### config.mk
export PLATFORM = sky130hd
export DESIGN_NAME = dual_image_boot_selector
export DESIGN_NICKNAME = d
export VERILOG_FILES = /design/src/hw/dibs_pkg.sv /design/src/hw/dual_image_boot_selector.sv
export SDC_FILE = /design/constraint.sdc
export NUM_CORES = 1
export LEC_CHECK = 0
export ABC_AREA = 1
export BUFFER_PORTS_ARGS = -buffer_cell sky130_fd_sc_hd__buf_4
export CAP_MARGIN = 20
export CELL_PAD_IN_SITES_DETAIL_PLACEMENT = 1
export CELL_PAD_IN_SITES_GLOBAL_PLACEMENT = 2
export CORE_AREA = 2 2 155 157
export DETAILED_ROUTE_END_ITERATION = 7
export DIE_AREA = 0 0 157 159
export PLACE_DENSITY = 0.84
export SKIP_CTS_REPAIR_TIMING = 1
export SLEW_MARGIN = 25
export SYNTH_ARGS = -nofsm -noshare
export SYNTH_HDL_FRONTEND = slang
export SYNTH_SLANG_ARGS = --single-unit
### constraint.sdc
create_clock -name ref_clk -period 3.6 [get_ports ref_clk]
set_input_delay 0.36 -clock ref_clk [delete_from_list [all_inputs] [get_ports ref_clk]]
set_output_delay 0.36 -clock ref_clk [all_outputs]
set_load 0.01 [all_outputs]
### src/hw/dibs_pkg.sv
// Package with constants and carrier types for the dual image boot selector.
package dibs_pkg;

  localparam logic [31:0] DIBS_WIDTH_DETECT_WORD = 32'h0000_0000;
  localparam logic [31:0] DIBS_SYNC_WORD         = 32'hAA99_5566;
  localparam logic [31:0] DIBS_PAD_WORD          = 32'hFFFF_FFFF;
  localparam logic [31:0] DIBS_PAR_UPDATE_ADDR   = 32'h0010_0000;
  localparam logic [31:0] DIBS_SER_UPDATE_ADDR   = 32'h0020_0000;
  localparam logic [31:0] DIBS_PAR_SWITCH_ADDR   = 32'h0000_FFFE;
  localparam logic [31:0] DIBS_SER_SWITCH_ADDR   = 32'h0000_0FFC;
  localparam logic [31:0] DIBS_CRC_INIT          = 32'hFFFF_FFFF;
  localparam logic [31:0] DIBS_CRC_POLY          = 32'hEDB8_8320;
  localparam logic [31:0] DIBS_JUMP_RESET        = 32'h0000_0000;

  typedef enum logic [1:0] {
    DIBS_IMG_NONE,
    DIBS_IMG_GOLDEN,
    DIBS_IMG_UPDATE
  } dibs_img_t;

  typedef enum {
    DIBS_ST_SWITCH,
    DIBS_ST_HEADER,
    DIBS_ST_SEARCH,
    DIBS_ST_DONE
  } dibs_state_t;

  typedef struct packed {
    logic        valid;
    logic [31:0] addr;
    logic [31:0] data;
  } dibs_word_t;

  typedef struct packed {
    logic        selValid;
    dibs_img_t   image;
    logic [31:0] startAddr;
    logic        reprogram;
  } dibs_sel_t;

endpackage : dibs_pkg

### src/hw/dual_image_boot_selector.sv
// Boot image selector that watches the flash word stream and picks the image.
`timescale 1ns/1ps

module dual_image_boot_selector
  import dibs_pkg::*;
#(
  parameter logic [31:0] UPDATE_PAR_ADDR = DIBS_PAR_UPDATE_ADDR,
  parameter logic [31:0] UPDATE_SER_ADDR = DIBS_SER_UPDATE_ADDR,
  parameter logic [31:0] SWITCH_PAR_ADDR = DIBS_PAR_SWITCH_ADDR,
  parameter logic [31:0] SWITCH_SER_ADDR = DIBS_SER_SWITCH_ADDR
) (
  input  wire logic        ref_clk,
  input  wire logic        rst_n,
  input  wire logic        serialMode,
  input  wire logic        start,
  input  wire dibs_word_t  flashWord,
  input  wire logic        crcClear,
  input  wire logic        crcByteValid,
  input  wire logic [7:0]  crcByte,
  input  wire logic        crcCheck,
  input  wire logic [31:0] crcStored,
  output dibs_sel_t        sel,
  output logic             crcDone,
  output logic             crcMismatch
);

  ////////////////////////////////////////////////////////////////////////////
  // Reset synchroniser.
  // The reset takes hold at once but is let go only on a clock edge, so every flop of
  // the selector leaves reset in the same cycle as its neighbours.
  logic rstMeta_r;
  logic rstSync_r;

  always_ff @(posedge ref_clk or negedge rst_n) begin
    if (!rst_n) begin
      rstMeta_r <= 1'b0;
      rstSync_r <= 1'b0;
    end else begin
      rstMeta_r <= 1'b1;
      rstSync_r <= rstMeta_r;
    end
  end

  ////////////////////////////////////////////////////////////////////////////
  // State record.
  // Selection and checksum share one record, registered by a single process. The jump
  // address is held apart from the output until the command word arrives, so a header cut
  // short after the address never shows a half-made decision.
  typedef struct packed {
    dibs_state_t state;
    logic        serial;
    logic        gotAddr;
    logic [31:0] jumpAddr;
    dibs_sel_t   sel;
    logic [31:0] crc;
    logic        crcDone;
    logic        crcBad;
  } dibs_regs_t;

  dibs_regs_t st_r;
  dibs_regs_t st_nxt;

  // One byte of the reflected CRC32, least significant bit first. The final inversion of
  // the standard checksum is left out on purpose: the stored value is already the
  // complement, so the raw register can be compared with it directly.
  function automatic logic [31:0] crcStep(input logic [31:0] c, input logic [7:0] b);
    logic [31:0] v;
    v = c ^ {24'h00_0000, b};
    for (int i = 0; i < 8; i++) begin
      v = v[0] ? ((v >> 1) ^ DIBS_CRC_POLY) : (v >> 1);
    end
    return v;
  endfunction : crcStep

  // The flash word of interest: detect word in parallel mode, sync in serial.
  function automatic logic isKey(input logic ser, input logic [31:0] d);
    logic hit;
    if (ser) begin
      hit = (d == DIBS_SYNC_WORD);
    end else begin
      hit = (d == DIBS_WIDTH_DETECT_WORD);
    end
    return hit;
  endfunction : isKey

  // Picks the parallel or serial form of a flash address.
  function automatic logic [31:0] modeAddr(input logic        ser,
                                           input logic [31:0] parAddr,
                                           input logic [31:0] serAddr);
    logic [31:0] a;
    if (ser) begin
      a = serAddr;
    end else begin
      a = parAddr;
    end
    return a;
  endfunction : modeAddr

  // Builds a finished decision; the reprogram strobe goes only with a jump to the update.
  function automatic dibs_sel_t makeSel(input dibs_img_t   img,
                                        input logic [31:0] addr,
                                        input logic        jump);
    dibs_sel_t s;
    s           = '0;
    s.selValid  = 1'b1;
    s.image     = img;
    s.startAddr = addr;
    s.reprogram = jump;
    return s;
  endfunction : makeSel

  ////////////////////////////////////////////////////////////////////////////
  // Next state.
  // A boot walks SWITCH, then HEADER or SEARCH, then DONE. Words below the switch location
  // are passed over, so padding in the first segment can never start a boot. Once DONE is
  // reached every further word is ignored until the next start, because the loader has by
  // then handed the flash over to the chosen image.
  always_comb begin
    logic [31:0] swAddr;
    logic [31:0] updAddr;
    swAddr  = modeAddr(st_r.serial, SWITCH_PAR_ADDR, SWITCH_SER_ADDR);
    updAddr = modeAddr(st_r.serial, UPDATE_PAR_ADDR, UPDATE_SER_ADDR);
    st_nxt  = st_r;
    st_nxt.sel.reprogram = 1'b0;
    if (start) begin
      st_nxt.state = DIBS_ST_SWITCH;
      st_nxt.serial = serialMode;
      st_nxt.gotAddr = 1'b0;
      st_nxt.sel = '0;
    end else if (flashWord.valid) begin
      case (st_r.state)
        DIBS_ST_SWITCH: begin
          if (flashWord.addr == swAddr) begin
            if (isKey(st_r.serial, flashWord.data)) begin
              st_nxt.state = DIBS_ST_HEADER;
            end else begin
              st_nxt.state = DIBS_ST_SEARCH;
            end
          end
        end
        DIBS_ST_HEADER: begin
          // Header two is decoded only after the switch word matched.
          // Only a word equal to the configured update address is taken as the target; a
          // header naming any other address is passed over, and the selector waits here for start or a later word equal to the update address.
          if (flashWord.data == updAddr) begin
            st_nxt.jumpAddr = flashWord.data;
            st_nxt.gotAddr = 1'b1;
          end else if (st_r.gotAddr && flashWord.data != DIBS_PAD_WORD
                       && flashWord.data != DIBS_SYNC_WORD) begin
            st_nxt.state = DIBS_ST_DONE;
            st_nxt.sel   = makeSel(DIBS_IMG_UPDATE, st_r.jumpAddr, 1'b1);
          end
        end
        DIBS_ST_SEARCH: begin
          // Header two words are skipped; the golden image key is taken.
          // The golden start is the address of its key word, where loading resumes.
          if (flashWord.addr > swAddr && isKey(st_r.serial, flashWord.data)) begin
            st_nxt.state = DIBS_ST_DONE;
            st_nxt.sel   = makeSel(DIBS_IMG_GOLDEN, flashWord.addr, 1'b0);
          end
        end
        default: begin
          st_nxt.state = DIBS_ST_DONE;
        end
      endcase
    end
    // Update area checksum, kept apart from the selection path.
    // Clear wins over a byte and a byte over a check: a clear restarts the sum, so a check
    // in that cycle would have no finished sum to judge. Bytes must arrive in area order.
    if (crcClear) begin
      st_nxt.crc = DIBS_CRC_INIT;
      st_nxt.crcDone = 1'b0;
      st_nxt.crcBad = 1'b0;
    end else if (crcByteValid) begin
      st_nxt.crc = crcStep(st_r.crc, crcByte);
    end else if (crcCheck) begin
      // The stored value is already the complement, so compare the raw register.
      st_nxt.crcDone = 1'b1;
      st_nxt.crcBad = (st_r.crc != crcStored);
    end
  end

  always_ff @(posedge ref_clk or negedge rstSync_r) begin
    if (!rstSync_r) begin
      st_r <= '{
        state:    DIBS_ST_SWITCH,
        serial:   1'b0,
        gotAddr:  1'b0,
        jumpAddr: DIBS_JUMP_RESET,
        sel:      '0,
        crc:      DIBS_CRC_INIT,
        crcDone:  1'b0,
        crcBad:   1'b0
      };
    end else begin
      st_r <= st_nxt;
    end
  end

  ////////////////////////////////////////////////////////////////////////////
  // Outputs, all straight from the state register.
  assign sel = st_r.sel;
  assign crcDone = st_r.crcDone;
  assign crcMismatch = st_r.crcBad;

endmodule : dual_image_boot_selector

**After elaboration in Yosys (flattened, before gate mapping)**

Cells that the tools add are included.

- Word-level logic and storage cells: 92
- Input port bits: 112
- Flip-flop bits (word level): 138

- Order comparisons: 1
- Bitwise gates (word level): 10
- Reduce and logical (&&, ||, !) cells: 16
- Mux-type cells: 39
- Equality and inequality tests: 13

Operators by type and width:

| kind | number |
|---|---|
| 32-bit two-way mux | 15 |
| 36-bit two-way mux | 4 |
| 13-bit inverter with 14-bit output | 8 |
| 32-bit one-hot mux with 3 select lines | 1 |
| 36-bit one-hot mux with 2 select lines | 1 |
| 69-bit two-way mux | 1 |
| 33-bit two-way mux | 2 |
| 32-bit logical NOT | 2 |
| 32-bit inequality test, second input constant | 2 |
| 34-bit two-way mux | 1 |
| 32-bit by 1-bit == test with 1-bit output, second input constant | 1 |
| 32-bit by 16-bit == test with 1-bit output | 1 |
| 32-bit by 2-bit == test with 1-bit output, second input constant | 1 |
| 32-bit == test | 1 |
| 32-bit == test, second input constant | 1 |
| 32-bit by 16-bit > comparator with 1-bit output | 1 |
| 32-bit inequality test | 1 |
| 32-bit by 8-bit XOR with 32-bit output | 1 |
| 22-bit two-way mux | 1 |
| 16-bit two-way mux | 1 |
| 3-bit inequality test, second input constant | 4 |
| 5-bit AND reduction | 2 |
| 2-bit nonzero test | 5 |
| 1-bit two-way mux | 9 |
| other kinds (8) | 12 |

**Longest topological paths before layout**

- Depth in word-level cells: 19
- Gate-level depth with buffers: 15

**Worst setup path after synthesis**

No wires, ideal clock.

- Path type: register to register
- From: reg st_r[103] in the netlist's numbering
- To: reg st_r, in the netlist sel[23]
- Required time: 3482 ps
- Period minus slack after synthesis: 1859 ps
- Setup slack: 1741 ps
- Arrival: 1741 ps
- Path buffers: 1
- Stages on the path, launching flop included: 14
- Cell sequence: dfrtp_1 ha_1 nand2_1 nor2_1 nand2_1 nor2_1 nor2_1 o21bai_1 nand2_1 nand3_1 nand3_2 buf_4 nand2_1 nand2_1

- Word-level cells in the longest chain between the ends: 7
- Elaborated cells between the ends (all ways): 12
- Those cells by class: 1 x order compare; 3 x eq/ne; 6 x mux; 2 x reduce/logical

RTL lines:

| element | line | RTL |
|---|---|---|
| from (decl) | dual_image_boot_selector.sv:60 | `dibs_regs_t st_r;` |
| from (signal assigned) | dual_image_boot_selector.sv:185 | `st_r <= '{` |
| from (signal assigned) | dual_image_boot_selector.sv:196 | `st_r <= st_nxt;` |
| parallel branches: the longest is 6 deep, another holds 32-bit by 16-bit > comparator with 1-bit output | -- |  |
| 5-bit AND reduction (no line) * | -- |  |

Every way passes the cells marked *. The select of a mux whose other input is x is not followed.
A chain may end at the register's enable or synchronous reset.

**Final worst setup path**

Same ends and word-level chain as after synthesis.

==> results.sh <==
export IMPL_outcome="finished clean"
export IMPL_cts_buffer_depth=2
export IMPL_final_min_clock_period_ns=2.67
export IMPL_rows=56
export IMPL_clk_transition_reported_paths_ns=0.08
export IMPL_cts_tree="built"
export IMPL_path_common_cell="nand2_1"
export IMPL_grt_overflow=0
export IMPL_tns_ns=0
export IMPL_clock_latency_ns=0.37
export IMPL_ios=150
export IMPL_hold_class="input pin to flip-flop"
export IMPL_initial_core_util_pct=30.8
export IMPL_postPlaceCellArea_um2=8310
export IMPL_seq_area_frac_synth_pct=38.4
export IMPL_synth_seq_cells=108
export IMPL_synth_edf_count=0
export IMPL_drv_slew=0
export IMPL_nets=1198
export IMPL_path_class="flip-flop to flip-flop"
export IMPL_htreeDepth=3
export IMPL_dr_total_vias=6430
export IMPL_die_area_um2=25000
export IMPL_async_flop_share_pct=100
export IMPL_wl_per_cell_um=15.6
export IMPL_cts_sinks=108
export IMPL_synth_area_um2=7150
export IMPL_synth_main_ff_cell="dfrtp_1"
export IMPL_ir_drop_mv=0.264
export IMPL_ys_warnings_count=0
export IMPL_grt_pass1_wl_um=35700
export IMPL_start_kind="flip-flop"
export IMPL_path_cells="ha_1 -> nand2_1 -> nor2_1 -> nand2_1 -> nor2_1 -> nor2_1 -> o21bai_1 -> nand2_1 -> nand3_1 -> nand3_2 -> nand2_1 -> nand2_1"
export IMPL_critPathSlowestCell="nand3_2"
export IMPL_critPathCaptureType="flip-flop"
export IMPL_port_buffers=149
export IMPL_post_route_drc_count=0
export IMPL_core_area_um2=23200
export IMPL_max_freq_mhz=375
export IMPL_syn_nets=1092
export IMPL_ys_types=45
export IMPL_fp_dieH_um=159
export IMPL_grt_max_degree=73
export IMPL_syn2layout_area_growth_pct=20.4
export IMPL_drive_gt1_share_pct=23.3
export IMPL_gr_usage_all_layers_pct=18.1
export IMPL_drt_initial_drc_count=316
export IMPL_tightestPinTransition_ns=0.850
export IMPL_postSynthCellCount=971
export IMPL_viasPerCell=4.59
export IMPL_pwr_density_cell_nw_per_um2=568
export IMPL_fin_crit_sh_pct=74.1
export IMPL_setup_violations=0
export IMPL_root_buffer="clkbuf_16"
export IMPL_grt_pass1_vias=6889
export IMPL_die_w_um=157
export IMPL_max_stage_delay_ns=0.66
export IMPL_ant_nets=0
export IMPL_worstPathMaxFanout=35
export IMPL_place_gp_congestion=0.805
export IMPL_arrival_ns=2.92
export IMPL_syn_area_per_cell_um2=7.36
export IMPL_hold_viol=0
export IMPL_final_area_um2=8610
export IMPL_antenna_found_initial=0
export IMPL_dr_pass1_iters=5
export IMPL_routed_wl_um=21900
export IMPL_cp_required_ns=3.85
export IMPL_relSlewSlack_pct=43.3
export IMPL_maxCapViolations=0
export IMPL_rsz0062_at_grt="no"
export IMPL_static_leakage_power_nw=4.41
export IMPL_insertedDiodeCount=0
export IMPL_dp_hpwl_um=16400
export IMPL_cts_buffers=9
export IMPL_finalClockSkew_ns=0.0118
==> state kept, by name, indices dropped and copies added (netlist names) <==
name	count
st_r	68
sel	36
crcDone	1
crcMismatch	1
rstMeta_r	1
rstSync_r	1
==> path summary, 6_finish.rpt <==
check	to	cells after the start	from	slack (ns)
worst max-delay path	sel[23]$_DFFE_PN0P_	12	st_r[103]$_DFFE_PN0P_	0.93
worst min-delay path	crcDone$_DFFE_PN0P_	2	crcClear	0.16
worst max register to register	sel[23]$_DFFE_PN0P_	12	st_r[103]$_DFFE_PN0P_	0.93
worst min register to register	crcDone$_DFFE_PN0P_	0	rstSync_r$_DFF_PN0_	0.33
max in group asynchronous	st_r[2]$_DFFE_PN1P_	1	rstSync_r$_DFF_PN0_	2.48
min in group asynchronous	rstSync_r$_DFF_PN0_	2	rst_n	0.32
==> cells by family after synthesis <==
logic type | after synthesis | synth area share [%]
fa+ha+maj | 9 | 1.58
other cells | 1 | 0.0525
xor+xnor | 74 | 10.4
simple gates | 503 | 30.1
flops | 108 | 38.4
buf+inv | 185 | 12.3
compound gates | 91 | 7.21
==> synthesized netlist by cell type, types with 3 or more instances <==
cell type,count,area (µm²)
nand4_1,7,43.8
inv_2,11,41.3
xor2_1,34,298
dfstp_2,32,841
o21ai_1,5,25.0
nand3_1,96,480
buf_2,7,35.0
buf_6,3,33.8
or2_2,6,37.5
nor2_1,84,315
nor2_2,3,18.8
xnor2_1,32,280
ha_1,9,113
a21oi_1,43,215
clkbuf_1,13,48.8
nand2_4,5,56.3
nor4_1,4,25.0
nand2_2,5,31.3
xnor2_2,4,65.1
o221a_2,3,33.8
nand2_1,285,1070
o21ai_0,15,75.1
o22ai_1,18,113
inv_1,108,405
buf_4,40,300
dfrtp_1,76,1900
==> cells in the final DEF (no fill, tap or decap), drive strengths merged <==
master and instances:
nand2 296, buf 159, inv 119, nand3 97, nor2 88, dfrtp 76
a21oi 43, xnor2 38, xor2 36, dfstp 32, o21ai 22, o22ai 18
clkbuf 12, ha 9, nand4 7, or2 7, nor4 4, clkinv 4
o221a 3, nor3 3, o21bai 2, and2 1, a31oi 1, a22oi 1
o21a 1, clkinvlp 1, dlygate4sd3 1, conb 1
==> worst max-delay path, delay by kind of cell (launching register included) <==
| kind | cells | cell delay, ns |
|---|---|---|
| flops | 1 | 0.50 |
| simple gates | 10 | 1.54 |
| compound gates | 1 | 0.14 |
| fa+ha+maj | 1 | 0.37 |
==> cell type report <==
cell class / count / area [µm²]
fillers: 2911 / 14600
multi-input cells: 678 / 3530
flip-flops and latches: 108 / 2750
repair buffers: 160 / 1220
inverters: 120 / 450
well taps: 319 / 399
clock buffers: 12 / 246
clock inverters: 4 / 25.0
==> metal layers <==
layer | part of all wire [%] | GRT usage, % | wire length, µm
met1 | 47 | 23.7 | 10200
met2 | 49 | 31.5 | 10700
met3 | 3.6 | 2.64 | 788
met4 | 0.82 | 3.79 | 179
met5 | 0 | 0 | 0
==> power by group <==
part           switching (mW)  internal, mW
combinational            1.36         0.843
sequential              0.232          1.49
clock                   0.476         0.488
==> through the flow <==
stage | instances | hold slack (ns) | power, mW | worst slack [ns] | utilization, %
2_1_floorplan | 971 | 0.0644 | 3.34 | 0.425 | -
3_3_place_gp | 1383 | 0.143 | 3.89 | 0.990 | 35.8
3_5_place_dp | 1383 | 0.144 | 3.95 | 0.897 | 35.8
4_1_cts | 1399 | -0.246 | 4.95 | 0.888 | 37.0
5_1_grt | 1401 | 0.169 | 5.25 | 0.603 | 37.1
6_report | 1401 | 0.163 | 4.89 | 0.931 | 37.1
(Power assumes the default switching activity.)
